$ cat src/hw/sdt_map.vh
// Register indices, field positions and reset values of the SCSI transfer block
`ifndef SDT_MAP_VH
`define SDT_MAP_VH

// ----------------------------------------------------------------------------
// Register select codes (read / write)
// ----------------------------------------------------------------------------
`define SDT_A_DATA      3'h0
`define SDT_A_ICMD      3'h1
`define SDT_A_MODE      3'h2
`define SDT_A_TCMD      3'h3
`define SDT_A_LINES     3'h4
`define SDT_A_STAT      3'h5
`define SDT_A_START_SND 3'h5
`define SDT_A_IDATA     3'h6
`define SDT_A_START_TRX 3'h6
`define SDT_A_CLEAR     3'h7
`define SDT_A_START_IRX 3'h7

// ----------------------------------------------------------------------------
// Mode control register fields
// ----------------------------------------------------------------------------
`define SDT_M_EN        1
`define SDT_M_EOTIE     3
`define SDT_M_PCHK      5
`define SDT_M_TGT       6
`define SDT_M_BLK       7

// ----------------------------------------------------------------------------
// Transfer status register fields
// ----------------------------------------------------------------------------
`define SDT_S_EOT       7
`define SDT_S_REQ       6
`define SDT_S_PERR      5
`define SDT_S_IRQ       4
`define SDT_S_PHASE     3
`define SDT_S_BERR      2
`define SDT_S_ATN       1
`define SDT_S_ACK       0

// ----------------------------------------------------------------------------
// Initiator and target command fields
// ----------------------------------------------------------------------------
`define SDT_I_DB        0
`define SDT_I_ATN       1
`define SDT_I_SEL       2
`define SDT_I_BSY       3
`define SDT_I_ACK       4
`define SDT_I_RST       7
`define SDT_T_IO        0
`define SDT_T_CD        1
`define SDT_T_MSG       2
`define SDT_T_REQ       3

// ----------------------------------------------------------------------------
// SCSI control line indices and widths
// ----------------------------------------------------------------------------
`define SDT_C_SEL       0
`define SDT_C_IO        1
`define SDT_C_CD        2
`define SDT_C_MSG       3
`define SDT_C_REQ       4
`define SDT_C_BSY       5
`define SDT_C_RST       6
`define SDT_C_ACK       7
`define SDT_C_ATN       8
`define SDT_CTL_W       9
`define SDT_SYNC_W      34
`define SDT_RST_BYTE    8'h00
`define SDT_RST_CTL     9'h000

`endif

$ cat src/hw/sdt_sync.v
// Two-stage synchroniser for a vector of pin inputs
`timescale 1ns/1ps
module sdt_sync #(
  parameter W       = 8,
  parameter RST_VAL = 0
) (
  // System
  input  wire         clk_i,
  input  wire         sys_rst_i,
  // Data
  input  wire [W-1:0] d_i,
  output wire [W-1:0] q_o
);
  reg [W-1:0] meta_reg;
  reg [W-1:0] sync_reg;

  always @(posedge clk_i or posedge sys_rst_i) begin
    if (sys_rst_i) begin
      meta_reg <= RST_VAL;
      sync_reg <= RST_VAL;
    end else begin
      meta_reg <= d_i;
      sync_reg <= meta_reg;
    end
  end

  assign q_o = sync_reg;
endmodule

$ cat src/hw/sdt_transfer.v
// SCSI bus controller transfer interface: PIO, pseudo-DMA, normal and block DMA
`timescale 1ns/1ps
`include "sdt_map.vh"

// Overview of operation
// - PIO read of live data location 000 checks SCSI parity.
// - With engine enabled, DMA receive bytes are parity checked as captured.
// - Enabled parity check and bad byte set parity fault, status bit 5.
// - Parity enable low masks parity interrupt and blocks the fault latch.
// - Read of clearing location clears parity fault latch.
// - End-of-process counts only with acknowledge plus read or write strobe.
// - Enabled engine plus valid end-of-process sets end latch, status bit 7.
// - End interrupt enable masks only the interrupt, not the latch.
// - Clearing engine enable clears the end-of-transfer latch.
// - In PIO, command register bits drive SCSI control lines directly.
// - Engine enable set and block bit clear gives interlocked DMA.
// - Writes to send, target receive or initiator receive start DMA.
// - Once started, engine runs SCSI and controller handshakes alone.
// - Request raised when a byte can move; controller reads or writes it.
// - DMA write byte captured when acknowledge-and-write cycle ends.
// - Block mode: controller waits on ready, no interlocked handshake needed.
// - Block send holds ready low while output byte not yet sent.
// - Block receive holds ready low while input data register empty.
// - Block mode accepts acknowledge held low for the whole transfer.
// - Block mode still raises request as in normal mode.
// - Clearing read clears interrupt latch and parity fault latch.
// - Receive captures data on REQ active as initiator, ACK as target.
// - End-of-process keeps enable; engine idles after last byte.
module sdt_transfer (
  // System
  input  wire                  clk_i,
  input  wire                  sys_rst_i,
  // CPU and DMA controller bus
  input  wire                  chip_select_n_i,
  input  wire                  io_read_strobe_n_i,
  input  wire                  io_write_strobe_n_i,
  input  wire [2:0]            register_select_lines_i,
  input  wire [7:0]            data_i,
  output wire [7:0]            data_o,
  output wire                  data_oe_o,
  input  wire                  transfer_acknowledge_n_i,
  input  wire                  end_of_process_input_n_i,
  output wire                  transfer_request_o,
  output wire                  ready_o,
  output wire                  irq_o,
  // SCSI bus, open drain, active low
  input  wire [`SDT_CTL_W-1:0] scsi_ctl_n_i,
  output wire [`SDT_CTL_W-1:0] scsi_ctl_n_o,
  output wire [`SDT_CTL_W-1:0] scsi_ctl_oe_o,
  input  wire [8:0]            scsi_db_n_i,
  output wire [8:0]            scsi_db_n_o,
  output wire                  scsi_db_oe_o
);
  localparam [3:0] ST_IDLE = 4'h1;
  localparam [3:0] ST_ARM  = 4'h2;
  localparam [3:0] ST_STB  = 4'h4;
  localparam [3:0] ST_REL  = 4'h8;

  // --------------------------------------------------------------------------
  // Input synchronisation
  // --------------------------------------------------------------------------
  wire [`SDT_SYNC_W-1:0] raw_w;
  wire [`SDT_SYNC_W-1:0] syn_w;

  assign raw_w = {chip_select_n_i, io_read_strobe_n_i, io_write_strobe_n_i,
                  transfer_acknowledge_n_i, end_of_process_input_n_i,
                  register_select_lines_i, data_i, scsi_ctl_n_i, scsi_db_n_i};

  sdt_sync #(
    .W       (`SDT_SYNC_W),
    .RST_VAL ({`SDT_SYNC_W{1'b1}})
  ) u_sync (
    .clk_i     (clk_i),
    .sys_rst_i (sys_rst_i),
    .d_i       (raw_w),
    .q_o       (syn_w)
  );

  wire                  cs_s    = ~syn_w[33];
  wire                  rd_s    = ~syn_w[32];
  wire                  wr_s    = ~syn_w[31];
  wire                  ack_s   = ~syn_w[30];
  wire                  end_s   = ~syn_w[29];
  wire [2:0]            adr_s   = syn_w[28:26];
  wire [7:0]            dat_s   = syn_w[25:18];
  wire [`SDT_CTL_W-1:0] ctl_s   = ~syn_w[17:9];
  wire [8:0]            db_s    = ~syn_w[8:0];

  // --------------------------------------------------------------------------
  // Bus cycle decode
  // --------------------------------------------------------------------------
  reg        cpu_rd_q_reg;
  reg        cpu_wr_q_reg;
  reg        dma_rd_q_reg;
  reg        dma_wr_q_reg;
  reg [7:0]  wdat_reg;
  reg [2:0]  wadr_reg;

  wire cpu_rd     = cs_s & rd_s;
  wire cpu_wr     = cs_s & wr_s;
  wire dma_rd     = ack_s & rd_s;
  wire dma_wr     = ack_s & wr_s;
  wire cpu_rd_go  = cpu_rd & ~cpu_rd_q_reg;
  wire cpu_wr_end = ~cpu_wr & cpu_wr_q_reg;
  wire dma_rd_end = ~dma_rd & dma_rd_q_reg;
  wire dma_wr_end = ~dma_wr & dma_wr_q_reg;
  wire end_valid  = end_s & (dma_rd | dma_wr);
  wire clr_rd     = cpu_rd_go & (adr_s == `SDT_A_CLEAR);

  always @(posedge clk_i or posedge sys_rst_i) begin
    if (sys_rst_i) begin
      cpu_rd_q_reg <= 1'b0;
      cpu_wr_q_reg <= 1'b0;
      dma_rd_q_reg <= 1'b0;
      dma_wr_q_reg <= 1'b0;
      wdat_reg     <= `SDT_RST_BYTE;
      wadr_reg     <= `SDT_A_DATA;
    end else begin
      cpu_rd_q_reg <= cpu_rd;
      cpu_wr_q_reg <= cpu_wr;
      dma_rd_q_reg <= dma_rd;
      dma_wr_q_reg <= dma_wr;
      // Hold the last byte seen inside a write cycle; used when it ends
      if (cpu_wr | dma_wr) begin
        wdat_reg <= dat_s;
      end
      if (cpu_wr) begin
        wadr_reg <= adr_s;
      end
    end
  end

  // --------------------------------------------------------------------------
  // Software registers
  // --------------------------------------------------------------------------
  reg [7:0] icmd_reg;
  reg [7:0] mode_reg;
  reg [7:0] tcmd_reg;

  wire cpu_wr_done = cpu_wr_end;
  wire mode_wr     = cpu_wr_done & (wadr_reg == `SDT_A_MODE);
  wire eng_en      = mode_reg[`SDT_M_EN];
  wire tgt         = mode_reg[`SDT_M_TGT];
  wire blk         = mode_reg[`SDT_M_BLK];

  always @(posedge clk_i or posedge sys_rst_i) begin
    if (sys_rst_i) begin
      icmd_reg <= `SDT_RST_BYTE;
      mode_reg <= `SDT_RST_BYTE;
      tcmd_reg <= `SDT_RST_BYTE;
    end else if (cpu_wr_done) begin
      case (wadr_reg)
        `SDT_A_ICMD: icmd_reg <= wdat_reg;
        `SDT_A_MODE: mode_reg <= wdat_reg;
        `SDT_A_TCMD: tcmd_reg <= wdat_reg;
        default: ;
      endcase
    end
  end

  // --------------------------------------------------------------------------
  // Transfer engine
  // --------------------------------------------------------------------------
  reg [3:0] st_reg;
  reg       send_reg;
  reg       last_reg;
  reg       own_stb_reg;
  reg [7:0] odr_reg;
  reg       odr_full_reg;
  reg [7:0] idr_reg;
  reg       idr_full_reg;

  wire peer_act = tgt ? ctl_s[`SDT_C_ACK] : ctl_s[`SDT_C_REQ];
  wire busy     = ~st_reg[0];
  wire can_move = send_reg ? odr_full_reg : ~idr_full_reg;
  wire start_wr = cpu_wr_done & eng_en &
                  ((wadr_reg == `SDT_A_START_SND) | (wadr_reg == `SDT_A_START_TRX) |
                   (wadr_reg == `SDT_A_START_IRX));
  wire arm_go   = (st_reg == ST_ARM) & can_move & (tgt | peer_act);
  wire arm_stop = (st_reg == ST_ARM) & last_reg & ~(send_reg & odr_full_reg);
  // Capture point: REQ seen as initiator, ACK seen as target
  wire cap      = eng_en & ~send_reg & ~arm_stop &
                  ((arm_go & ~tgt) | ((st_reg == ST_STB) & tgt & peer_act));

  always @(posedge clk_i or posedge sys_rst_i) begin
    if (sys_rst_i) begin
      st_reg       <= ST_IDLE;
      send_reg     <= 1'b0;
      last_reg     <= 1'b0;
      own_stb_reg  <= 1'b0;
      odr_reg      <= `SDT_RST_BYTE;
      odr_full_reg <= 1'b0;
      idr_reg      <= `SDT_RST_BYTE;
      idr_full_reg <= 1'b0;
    end else begin
      if (cpu_wr_done & (wadr_reg == `SDT_A_DATA)) begin
        odr_reg <= wdat_reg;
      end
      if (cap) begin
        idr_reg      <= db_s[7:0];
        idr_full_reg <= 1'b1;
      end else if (dma_rd_end) begin
        idr_full_reg <= 1'b0;
      end
      if (~eng_en) begin
        // Hard stop; a received byte stays readable
        st_reg       <= ST_IDLE;
        own_stb_reg  <= 1'b0;
        odr_full_reg <= 1'b0;
        last_reg     <= 1'b0;
      end else begin
        if (end_valid) begin
          last_reg <= 1'b1;
        end
        case (st_reg)
          ST_IDLE: ;
          ST_ARM: begin
            if (arm_stop) begin
              st_reg <= ST_IDLE;
            end else if (arm_go) begin
              own_stb_reg <= 1'b1;
              st_reg      <= ST_STB;
            end
          end
          ST_STB: begin
            if (tgt ? peer_act : ~peer_act) begin
              own_stb_reg <= 1'b0;
              st_reg      <= ST_REL;
            end
          end
          ST_REL: begin
            if (~peer_act) begin
              if (send_reg) begin
                odr_full_reg <= 1'b0;
              end
              st_reg <= ST_ARM;
            end
          end
          default: st_reg <= ST_IDLE;
        endcase
        if (dma_wr_end & busy & send_reg) begin
          odr_reg      <= wdat_reg;
          odr_full_reg <= 1'b1;
        end
        if (start_wr) begin
          st_reg       <= ST_ARM;
          send_reg     <= (wadr_reg == `SDT_A_START_SND);
          last_reg     <= 1'b0;
          own_stb_reg  <= 1'b0;
          odr_full_reg <= 1'b0;
          idr_full_reg <= 1'b0;
        end
      end
    end
  end

  // --------------------------------------------------------------------------
  // Parity check, event latches and interrupt
  // --------------------------------------------------------------------------
  reg perr_reg;
  reg eot_reg;
  reg irq_reg;

  // Odd parity over eight data bits and the parity line
  wire par_bad = ~(^db_s);
  wire pio_chk = cpu_rd_go & (adr_s == `SDT_A_DATA);
  wire par_hit = mode_reg[`SDT_M_PCHK] & par_bad & (pio_chk | cap);
  wire eot_hit = eng_en & end_valid;

  always @(posedge clk_i or posedge sys_rst_i) begin
    if (sys_rst_i) begin
      perr_reg <= 1'b0;
      eot_reg  <= 1'b0;
      irq_reg  <= 1'b0;
    end else begin
      // Clears first so that a coincident event still sets
      if (clr_rd) begin
        perr_reg <= 1'b0;
        irq_reg  <= 1'b0;
      end
      if (mode_wr & ~wdat_reg[`SDT_M_EN]) begin
        eot_reg <= 1'b0;
      end
      if (par_hit) begin
        perr_reg <= 1'b1;
      end
      if (eot_hit) begin
        eot_reg <= 1'b1;
      end
      if (par_hit | (eot_hit & mode_reg[`SDT_M_EOTIE])) begin
        irq_reg <= 1'b1;
      end
    end
  end

  // --------------------------------------------------------------------------
  // Status and read data
  // --------------------------------------------------------------------------
  reg [7:0] stat;
  reg [7:0] rd_mux;
  reg [7:0] data_reg;
  reg       data_oe_reg;
  reg       drq_reg;

  wire phase_ok = (tcmd_reg[`SDT_T_MSG] == ctl_s[`SDT_C_MSG]) &
                  (tcmd_reg[`SDT_T_CD] == ctl_s[`SDT_C_CD]) &
                  (tcmd_reg[`SDT_T_IO] == ctl_s[`SDT_C_IO]);

  always @* begin
    stat                = 8'h00;
    stat[`SDT_S_EOT]    = eot_reg;
    stat[`SDT_S_REQ]    = drq_reg;
    stat[`SDT_S_PERR]   = perr_reg;
    stat[`SDT_S_IRQ]    = irq_reg;
    stat[`SDT_S_PHASE]  = phase_ok;
    stat[`SDT_S_ATN]    = ctl_s[`SDT_C_ATN];
    stat[`SDT_S_ACK]    = ctl_s[`SDT_C_ACK];
    case (adr_s)
      `SDT_A_DATA:  rd_mux = db_s[7:0];
      `SDT_A_ICMD:  rd_mux = icmd_reg;
      `SDT_A_MODE:  rd_mux = mode_reg;
      `SDT_A_TCMD:  rd_mux = tcmd_reg;
      `SDT_A_LINES: rd_mux = {ctl_s[`SDT_C_RST], ctl_s[`SDT_C_BSY], ctl_s[`SDT_C_REQ],
                              ctl_s[`SDT_C_MSG], ctl_s[`SDT_C_CD], ctl_s[`SDT_C_IO],
                              ctl_s[`SDT_C_SEL], db_s[8]};
      `SDT_A_STAT:  rd_mux = stat;
      `SDT_A_IDATA: rd_mux = idr_reg;
      default:      rd_mux = 8'h00;
    endcase
  end

  // --------------------------------------------------------------------------
  // Registered outputs
  // --------------------------------------------------------------------------
  reg                  ready_reg;
  reg [8:0]            db_out_reg;
  reg                  db_oe_reg;
  reg [`SDT_CTL_W-1:0] ctl_oe_reg;

  always @(posedge clk_i or posedge sys_rst_i) begin
    if (sys_rst_i) begin
      drq_reg     <= 1'b0;
      ready_reg   <= 1'b1;
      data_reg    <= `SDT_RST_BYTE;
      data_oe_reg <= 1'b0;
      db_out_reg  <= 9'h1FF;
      db_oe_reg   <= 1'b0;
      ctl_oe_reg  <= `SDT_RST_CTL;
    end else begin
      drq_reg     <= eng_en & busy & ~last_reg &
                     (send_reg ? ~odr_full_reg : idr_full_reg);
      ready_reg   <= ~(eng_en & blk & busy &
                       (send_reg ? odr_full_reg : ~idr_full_reg));
      // Read strobe with acknowledge, even held, presents the input byte
      data_reg    <= dma_rd ? idr_reg : rd_mux;
      data_oe_reg <= cpu_rd | dma_rd;
      db_out_reg  <= ~{~(^odr_reg), odr_reg};
      db_oe_reg   <= icmd_reg[`SDT_I_DB] | (eng_en & busy & send_reg);
      ctl_oe_reg[`SDT_C_SEL] <= icmd_reg[`SDT_I_SEL];
      ctl_oe_reg[`SDT_C_BSY] <= icmd_reg[`SDT_I_BSY];
      ctl_oe_reg[`SDT_C_RST] <= icmd_reg[`SDT_I_RST];
      ctl_oe_reg[`SDT_C_ATN] <= icmd_reg[`SDT_I_ATN];
      ctl_oe_reg[`SDT_C_ACK] <= icmd_reg[`SDT_I_ACK] | (own_stb_reg & ~tgt);
      ctl_oe_reg[`SDT_C_REQ] <= tcmd_reg[`SDT_T_REQ] | (own_stb_reg & tgt);
      ctl_oe_reg[`SDT_C_MSG] <= tcmd_reg[`SDT_T_MSG];
      ctl_oe_reg[`SDT_C_CD]  <= tcmd_reg[`SDT_T_CD];
      ctl_oe_reg[`SDT_C_IO]  <= tcmd_reg[`SDT_T_IO];
    end
  end

  assign transfer_request_o = drq_reg;
  assign ready_o            = ready_reg;
  assign irq_o              = irq_reg;
  assign data_o             = data_reg;
  assign data_oe_o          = data_oe_reg;
  assign scsi_db_n_o        = db_out_reg;
  assign scsi_db_oe_o       = db_oe_reg;
  assign scsi_ctl_n_o       = `SDT_RST_CTL;
  assign scsi_ctl_oe_o      = ctl_oe_reg;
endmodule

$ cat config.mk
export PLATFORM = sky130hd
export DESIGN_NAME = sdt_transfer
export DESIGN_NICKNAME = d
export VERILOG_FILES = /design/src/hw/sdt_sync.v /design/src/hw/sdt_transfer.v
export VERILOG_INCLUDE_DIRS = /design/src /design/src/hw
export SDC_FILE = /design/constraint.sdc
export NUM_CORES = 1
export LEC_CHECK = 0
export BUFFER_PORTS_ARGS = -buffer_cell sky130_fd_sc_hd__buf_2
export CAP_MARGIN = 40
export CORE_UTILIZATION = 52
export DETAILED_ROUTE_END_ITERATION = 10
export PLACE_DENSITY = 0.73
export RECOVER_POWER = 100
export SLEW_MARGIN = 20
export SYNTH_ARGS = -nofsm -noshare
export SYNTH_HDL_FRONTEND = slang
export SYNTH_SLANG_ARGS = --single-unit
export TNS_END_PERCENT = 20
$ cat constraint.sdc
create_clock -name clk_i -period 6.2 [get_ports clk_i]
set_input_delay 1.24 -clock clk_i [delete_from_list [all_inputs] [get_ports clk_i]]
set_output_delay 1.24 -clock clk_i [all_outputs]
set_load 0.005 [all_outputs]
======== After elaboration in Yosys (flattened, before gate mapping) ========
Index checks and enable logic that the tools add are counted.
word-level totals
  memories ................................ 0
  ROM bits ................................ 0
  bits in latches ......................... 0
  input bits .............................. 36
  RAM bits ................................ 0
  register bits after elaboration ......... 165
  output and inout port bits .............. 40
  logic and storage cells ................. 195
operators by class
  eq/ne operators ......................... 31
  bitwise gates (word level) .............. 81
  div/mod/pow operators ................... 0
  multipliers ............................. 0
  mux-type cells .......................... 40
  reduce and logical (&&, ||, !) cells .... 14
  $lt $le $gt $ge ......................... 0
  $add $sub $neg .......................... 0
  shift operators ......................... 0
operators by type and width
  cell                                                                     number
  8-bit case mux with 7 select lines                                       1
  1-bit bitwise AND                                                        44
  8-bit 2-to-1 mux                                                         4
  1-bit 2-to-1 mux                                                         27
  9-bit NOT                                                                3
  4-bit 2-to-1 mux                                                         6
  1-bit NOT                                                                22
  3-bit equality test, second input constant                               7
  4-bit case mux with 4 select lines                                       1
  3-bit by 2-bit equality test with 1-bit output, second input constant    4
  4-bit by 1-bit inequality test with 1-bit output, second input constant  3
  4-bit inequality test, second input constant                             3
  1-bit bitwise OR                                                         12
  9-bit XOR reduction                                                      1
  2-bit AND reduction                                                      4
  4-bit AND reduction                                                      2
  8-bit XOR reduction                                                      1
  3-bit by 1-bit equality test with 1-bit output, second input constant    2
  3-bit zero test                                                          2
  2-bit nonzero test                                                       3
  5-bit inequality test, second input constant                             1
  4-bit by 1-bit equality test with 1-bit output, second input constant    1
  4-bit by 2-bit equality test with 1-bit output, second input constant    1
  4-bit by 3-bit equality test with 1-bit output, second input constant    1
  other kinds (8)                                                          10

======== Longest topological paths before layout ========
Gate-level depths: netlist (run 1).
  depth in word-level cells ............... 11
  gate-level depth with buffers ........... 8
  depth with buffers taken out ............ 5

======== Hierarchy ========
Synthesis (run 1) repeated with hierarchy kept, for this count alone.
second synthesis, totals
  cell total of the unflattened synthesis .. 424
  area, all modules ....................... 6217.2 µm²
modules (own cells, without submodules)
  module        times used  cells each  area each (µm²)  seq. area each (µm²)
  sdt_transfer  1           355         4426.7           2441.1
  sdt_sync      1           69          1790.5           1786.7

======== Least setup slack after synthesis (run 1) ========
Ideal clock, no wire load.
  path kind ............................... reg2reg
  start ................................... reg u_sync.sync_reg[31] (netlist: u_sync.q_o[31])
  end ..................................... reg mode_reg[0]
  library setup time ...................... 125 ps
  cell stages (with the launch flop) ...... 6
  path buffers ............................ 1
  arrival time ............................ 1661 ps
  slack ................................... 4414 ps
  required time ........................... 6075 ps
  period minus slack after synthesis ...... 1786 ps
  path through ............................ dfstp_2 -> nor2_2 -> nor3b_1 -> and3b_1 -> buf_2 -> mux2_2
on the way
  cells in the longest elaborated chain, start to end .. 5
ends and longest elaborated chain
  element                        RTL line            RTL
  start, declared                sdt_sync.v:15       reg [W-1:0] sync_reg;
  start signal, assigned         sdt_sync.v:23       sync_reg <= meta_reg;
  1-bit NOT                      sdt_transfer.v:81   wire wr_s = ~syn_w[31];
  1-bit bitwise AND              sdt_transfer.v:100  wire cpu_wr = cs_s & wr_s;
  named net cpu_wr               sdt_transfer.v:100
  1-bit NOT                      sdt_transfer.v:104  wire cpu_wr_end = ~cpu_wr & cpu_wr_q_reg;
  1-bit bitwise AND              sdt_transfer.v:104
  2-bit AND reduction (no line)  --
  end signal, assigned           sdt_transfer.v:149  mode_reg <= `SDT_RST_BYTE;
  end signal, assigned           sdt_transfer.v:154  `SDT_A_MODE: mode_reg <= wdat_reg;
  end, declared                  sdt_transfer.v:137  reg [7:0] mode_reg;
The timed path passes the listed nets, and every way through them passes these cells.
A chain may end at the register's enable or synchronous reset.

==> results of run 1 <==
## placed cells by master (no fill, tap or decap), types with 2 or more instances in the layout
cell / synthesis / routed
clkbuf_8: 0 / 4
clkinv_2: 0 / 2
clkinv_4: 0 / 2
dfstp_1: 0 / 5
nand2b_1: 6 / 6
nand3b_1: 5 / 5
dfstp_2: 79 / 74
nor3_1: 9 / 9
nor2b_1: 4 / 4
xnor2_1: 11 / 11
dfrtp_1: 86 / 86
a21oi_1: 14 / 14
a32oi_1: 2 / 2
nand2_1: 28 / 28
nand3_1: 5 / 5
conb_1: 1 / 9
o211ai_1: 4 / 4
nor2_1: 17 / 19
a21boi_0: 2 / 2
o21ai_0: 25 / 26
mux2_2: 44 / 43
mux4_2: 4 / 4
clkbuf_16: 0 / 17
clkbuf_1: 9 / 13
mux2i_1: 7 / 7
a211o_1: 3 / 3
xor2_1: 5 / 5
inv_6: 0 / 3
buf_2: 3 / 56
inv_1: 22 / 21
a211oi_1: 8 / 8
a21o_1: 5 / 5
## final cells by class
type	instances	area (um^2)
multi-input cells	237	1727
inverters	22	83.83
clock buffers	23	488.0
clock inverters	9	91.34
fillers	859	4363
flip-flops and latches	165	4228
well taps	143	178.9
repair buffers	69	356.6
## layer usage
metal  part of all wire, %  GRT usage, %  vias up  wire length (um)
met2                    48         30.73       96              5298
met5                     0             0        -                 0
li1                      -             -     1634                 -
met3                   4.5         5.631       15               503
met4                   1.7         9.772        0               188
met1                    46         27.51     1772              5064
## stage by stage
stage / area (um^2) / setup slack, ns
after global routing: 7153 / 2.790
after global placement: 6590 / 3.467
after detailed placement: 6618 / 3.514
after CTS: 7197 / 3.897
after floorplan: 6207 / 0.6291
final: 7153 / 3.221
## report_power, final
group	internal (mW)	switching, mW
sequential	1.33	0.174
clock	0.599	0.407
combinational	0.247	0.186
total	2.17	0.766
## kinds of logic (layout without fill, tap and decap cells)
| logic type | Yosys count | count (layout) | share of synthesized area [%] |
|---|---|---|---|
| muxes | 55 | 55 | 10.61 |
| AOI/OAI and AO/OA | 71 | 71 | 7.252 |
| buffers and inverters | 47 | 123 | 3.707 |
| xor gates and xnor gates | 17 | 17 | 2.633 |
| and+or+nand+nor | 85 | 85 | 7.292 |
| DFF | 165 | 165 | 68.44 |
| other | 1 | 9 | 0.06071 |
## worst max-delay path: stages
cell and delay (ns):
buf_2 0.10, clkinvlp_2 1.07, buf_16 0.36, buf_4 0.61
## worst paths after layout
path	start	to	cells after the start
hold / removal	u_sync.meta_reg[14]	u_sync.q_o[14]	0
max in group clk_i	u_sync.q_o[31]	icmd_reg[5]	5
setup reg to reg	u_sync.q_o[31]	icmd_reg[5]	5
setup / recovery	sys_rst_i	st_reg[3]	4
hold reg to reg	u_sync.meta_reg[14]	u_sync.q_o[14]	0
min in group asynchronous	sys_rst_i	wdat_reg[4]	2
==> reports/qor.yml, run 1 <==
sta:
  rsz0062_at_grt: "no"
  slew_viol_final: 44
  hold_viol: 0
  max_freq_ghz: 0.3357
  fin_crit_sh_pct: 48.05
  tightest_slew_ns: 1.866
  setup_viol: 0
  min_period_ns: 2.979
  skew_ns: 0.01300
  max_slew_margin_pct: -25.09
  tns_ns: 0
  whs_ns: 0.3548
floorplanning:
  start_util_pct: 53.64
  coreArea_um2: 11520
  fp.dieH_um: 111.0
  ioPinCount: 76
  dieWidth_um: 111.0
  die-area_um2: 12320
  row_count: 39
worst_setup_path:
  cp.arrival_ns: 3.47
  start_kind: "input port"
  path_class: "input port to asynchronous set/reset pin"
  critPathRequiredTime_ns: 6.69
  r2r_slack_ns: 3.73
  critPathCaptureType: "asynchronous set/reset pin"
  crit_fanout: 70
clock_tree:
  ctsHoldBuffers: 0
  cts_root_buffer: "clkbuf_16"
  post_cts_resized: 0
  cts_max_level: 4
  path_clk_slew_ns: 0.06
  clockBufferDepth: 2
  numCtsBuffers: 17
  cts_tree: "yes"
  insertion_delay_ns: 0.42
  post_cts_buffers: 0
  cts_sinks: 165
pwr:
  vdd.ir_drop.worst_uv: 235.6
  p_per_area_nw_per_um2: 411.0
  total_power_mw: 2.940
  p_leak_nw: 3.162
logic_synthesis:
  synth_top_area_share_pct: 34.84
  synth.most_common_cell: "dfrtp_1"
  yosysUniqueCellTypes: 47
  ys_seq_elements: 165
  synth_edf_count: 0
  yosysTopAreaCell: "dfrtp_1"
  synth-main-ff-cell: "dfrtp_1"
  syn_inst: 441
  async_reset_ff_share_pct: 100.0
  synth.area.top_cells: "dfrtp_1, dfstp_2, mux2_2"
  synthTopCellsByCount: "dfrtp_1, dfstp_2, mux2_2, nand2_1, o21ai_0"
  yosysWarnings: 0
  syn_avg_cell_area_um2: 14.01
  seq_area_frac_synth_pct: 68.44
  syn_area_um2: 6177
route:
  routed_wl_um: 11060
  vias: 3517
  ant_nets: 0
  dr.pass1.iters: 9
  drc: 12
  via_per_inst: 5.265
  post_drt_wl_per_cell_um: 16.55
  dr.first_iter.drc_count: 140
layout:
  fin_nets: 548
  drive_gt1_share_pct: 40.57
  fin_cells: 668
  syn_to_final_growth_pct: 15.80
  utilization_pct: 62.11
  n_antenna_cell: 0
grt:
  grt_max_degree: 71
  antenna_found_initial: 0
  grt_pass1_wl_um: 18680
  grt_overflow_total: 0
  track_usage_pct: 20.37
  grt_pass1_vias: 3653
placed_design:
  dp_cells: 636
  gp_congestion: 0.7758
  post-dp-hpwl_um: 7330
  io_buffers: 66
run_status:
  violations: "design-rule violations, max-capacitance violations, max-slew violations"
  status: "finished with violations"
run:
  max_cap_violations: 1
hold_path:
  hp-class: "flip-flop to flip-flop"
(Power assumes the default switching activity.)
==> run 2, diff against run 1 <==
--- a/config.mk
+++ b/config.mk
@@ -6,11 +6,12 @@
 export SDC_FILE = /design/constraint.sdc
 export NUM_CORES = 1
 export LEC_CHECK = 0
+export ABC_AREA = 1
 export BUFFER_PORTS_ARGS = -buffer_cell sky130_fd_sc_hd__buf_2
 export CAP_MARGIN = 40
 export CORE_UTILIZATION = 52
 export DETAILED_ROUTE_END_ITERATION = 10
-export PLACE_DENSITY = 0.73
+export PLACE_DENSITY = 0.75
 export RECOVER_POWER = 100
 export SLEW_MARGIN = 20
 export SYNTH_ARGS = -nofsm -noshare
==> constraint.sdc (replaced) <==
create_clock -name clk_i -period 2.58 [get_ports clk_i]
set_input_delay 0.516 -clock clk_i [delete_from_list [all_inputs] [get_ports clk_i]]
set_output_delay 0.516 -clock clk_i [all_outputs]
set_load 0.005 [all_outputs]
==> reports/qor.yml, run 2 <==
run_status:
  status: "finished with violations"
  violations: "max-capacitance violations, max-slew violations"
worst_setup_path:
  path_class: "flip-flop to flip-flop"
  critPathRequiredTime_ns: 2.90  # -3.79 ns
  r2r_start: "st_reg[0]"
  crit_fanout: 18  # -74%
  critPathCaptureType: "flip-flop"
  crit_slowest_cell: "o21ai_2"
  startpoint: "st_reg[0]"
  crit_family: "compound AO/OA/AOI/OAI gates"
  max_stage_delay_ns: 0.62  # -0.45 ns
  cpMostUsedCell: "nand2_1"
  crit_buf_inv: 2  # -2
  start_kind: "flip-flop"
  r2r-end: "irq_o"
  worstPathCellList: "inv_1 -> nand2_1 -> inv_2 -> nand3_2 -> nor2_4 -> o21ai_2 -> nand2_1 -> nand2_1 -> nand2_1"
  r2r_cells: 9  # +4
  r2r_slack_ns: 0.72  # -3.01 ns
  cp.arrival_ns: 2.18  # -1.29 ns
clock_tree:
  clockBufferDepth: 2  # unchanged
  numCtsBuffers: 17  # unchanged
  post_cts_buffers: 0  # unchanged
  ctsHoldBuffers: 0  # unchanged
  insertion_delay_ns: 0.42  # about the same
  post_cts_resized: 0  # unchanged
  cts_max_level: 4  # unchanged
  cts_sinks: 165  # unchanged
  cts_tree: "yes"
  path_clk_slew_ns: 0.06  # about the same
  cts_root_buffer: "clkbuf_16"
sta:
  tightest_slew_ns: 1.619  # -0.2472 ns
  slew_viol_final: 67  # +52%
  max_slew_margin_pct: -7.926  # +17 points
  setup_viol: 0  # unchanged
  skew_ns: 0.01380  # +0.0007986 ns
  hold_viol: 0  # unchanged
  rsz0062_at_grt: "no"
  min_period_ns: 1.865
  fin_crit_sh_pct: 72.29
  whs_ns: 0.1866  # -0.1682 ns
  fin_ws_ns: 0.7150  # -2.506 ns
  tns_ns: 0  # unchanged
  max_freq_ghz: 0.5362
grt:
  track_usage_pct: 21.34  # +0.97 points
  grt_max_degree: 67  # -5.6%
  grt_overflow_total: 0  # unchanged
  grt_pass1_wl_um: 20250  # +8.4%
  grt_pass1_vias: 4147  # +14%
  antenna_found_initial: 0  # unchanged
route:
  dr.pass1.iters: 6  # -3
  routed_wl_um: 12250  # +11%
  dr.first_iter.drc_count: 163  # +16%
  via_per_inst: 5.081  # -3.5%
  ant_nets: 0  # unchanged
  post_drt_wl_per_cell_um: 14.99  # -9.4%
  vias: 4151  # +18%
  drc: 0  # -12
pwr:
  seq_power_share_pct: 50.1  # -1.0 points
  swShare_pct: 27.41  # +1.3 points
  p_clk_share_pct: 36.3  # +2.1 points
  p_leak_nw: 3.447  # +9.0%
  internal-power_mw: 4.863  # +120%
  p_switching_mw: 1.836  # +140%
  p_per_area_nw_per_um2: 923.2  # +120%
  total_power_mw: 6.699  # +130%
  power_frac_comb_pct: 13.6  # -1.1 points
  vdd.ir_drop.worst_uv: 533.4  # +130%
logic_synthesis:
  syn_avg_cell_area_um2: 11.07  # -21%
  synthTopCellsByCount: "nand2_1, dfrtp_1, dfstp_2, inv_1, o21ai_0"
  yosysUniqueCellTypes: 41  # -13%
  async_reset_ff_share_pct: 100.0  # unchanged
  yosysWarnings: 0  # unchanged
  synth.area.top_cells: "dfrtp_1, dfstp_2, nand2_1"
  synth-main-ff-cell: "dfrtp_1"
  syn_area_um2: 6387  # +3.4%
  yosysTopAreaCell: "dfrtp_1"
  syn_inst: 577  # +31%
  synth_top_area_share_pct: 33.69  # -1.1 points
  synth_edf_count: 0  # unchanged
  synth.most_common_cell: "nand2_1"
  seq_area_frac_synth_pct: 66.19  # -2.3 points
  ys_seq_elements: 165  # unchanged
floorplanning:
  start_util_pct: 53.18  # -0.46 points
  fp.dieH_um: 112.8  # +1.7%
  dieWidth_um: 112.8  # +1.7%
  ioPinCount: 76  # unchanged
  coreArea_um2: 12010  # +4.3%
  die-area_um2: 12730  # +3.3%
  row_count: 40  # +2.6%
placed_design:
  post-dp-hpwl_um: 8642  # +18%
  gp_congestion: 0.8553  # +10%
  pre_cts_ws_ns: 0.8438  # -2.670 ns
  io_buffers: 66  # unchanged
hold_path:
  holdPathStages: 1  # +1
  whs_endpoint: "u_sync.meta_reg[7]"
  hp-class: "input port to flip-flop"
  hp-start: "scsi_db_n_i[7]"
layout:
  drive_gt1_share_pct: 29.55  # -11 points
  syn_to_final_growth_pct: 13.59
  mostFrequentLayoutCells: "nand2_1, dfrtp_1, dfstp_2"
  layout.cells.most_common: "nand2_1"
  fin_nets: 693  # +26%
  n_antenna_cell: 0  # unchanged
run:
  max_cap_violations: 1  # unchanged
## run 2: worst max-delay path by stage
stage	cells past startpoint	slack, ns	end
3_3_place_gp	9	0.88	perr_reg
4_1_cts	9	0.83	irq_o
3_5_place_dp	9	0.84	irq_o
5_1_grt	8	0.49	st_reg[1]
2_1_floorplan	1	0.03	cpu_rd_q_reg
6_report	9	0.72	irq_o
## run 2: area by class of cell
| class | count | area, um^2 |
|---|---|---|
| flip-flops and latches | 165 | 4228 |
| well taps | 147 | 183.9 |
| clock buffers | 19 | 464.2 |
| fillers | 1022 | 4756 |
| clock inverters | 13 | 116.4 |
| inverters | 67 | 252.7 |
| repair buffers | 69 | 332.8 |
| multi-input cells | 337 | 1678 |
## run 2: cells by family after synthesis
| logic type | count (synthesis) | share of synthesized area, % |
|---|---|---|
| AOI/OAI and AO/OA | 92 | 9.834 |
| xor gates and xnor gates | 12 | 1.645 |
| buffers and inverters | 83 | 6.033 |
| DFF | 165 | 66.19 |
| other | 1 | 0.05871 |
| and+or+nand+nor | 224 | 16.24 |
## run 2: power by group through the flow
stage | registers (mW) | clock network, mW | logic (mW)
floorplan | 3.32 | 0 | 0.703
global placement | 3.39 | 0 | 0.967
detailed placement | 3.40 | 0 | 0.997
CTS | 3.36 | 2.48 | 1.01
global route | 3.41 | 2.58 | 1.03
finish | 3.36 | 2.43 | 0.911
## run 2: layer usage
metal | vias up | part of all wire (%) | GRT usage (%)
li1 | 1983 | - | -
met1 | 2004 | 43 | 27.39
met2 | 130 | 49 | 33.91
met3 | 34 | 4.7 | 4.821
met4 | 0 | 3.5 | 11.82
met5 | - | 0 | 0
## run 2: stage by stage
| stage | instance area, um^2 | util, % | instances |
|---|---|---|---|
| 3_3_place_gp | 6837 | 56.92 | 785 |
| 5_1_grt | 7256 | 60.41 | 817 |
| 6_report | 7256 | 60.41 | 817 |
| 2_1_floorplan | 6421 | - | 585 |
| 4_1_cts | 7417 | 61.75 | 817 |
| 3_5_place_dp | 6837 | 56.92 | 785 |
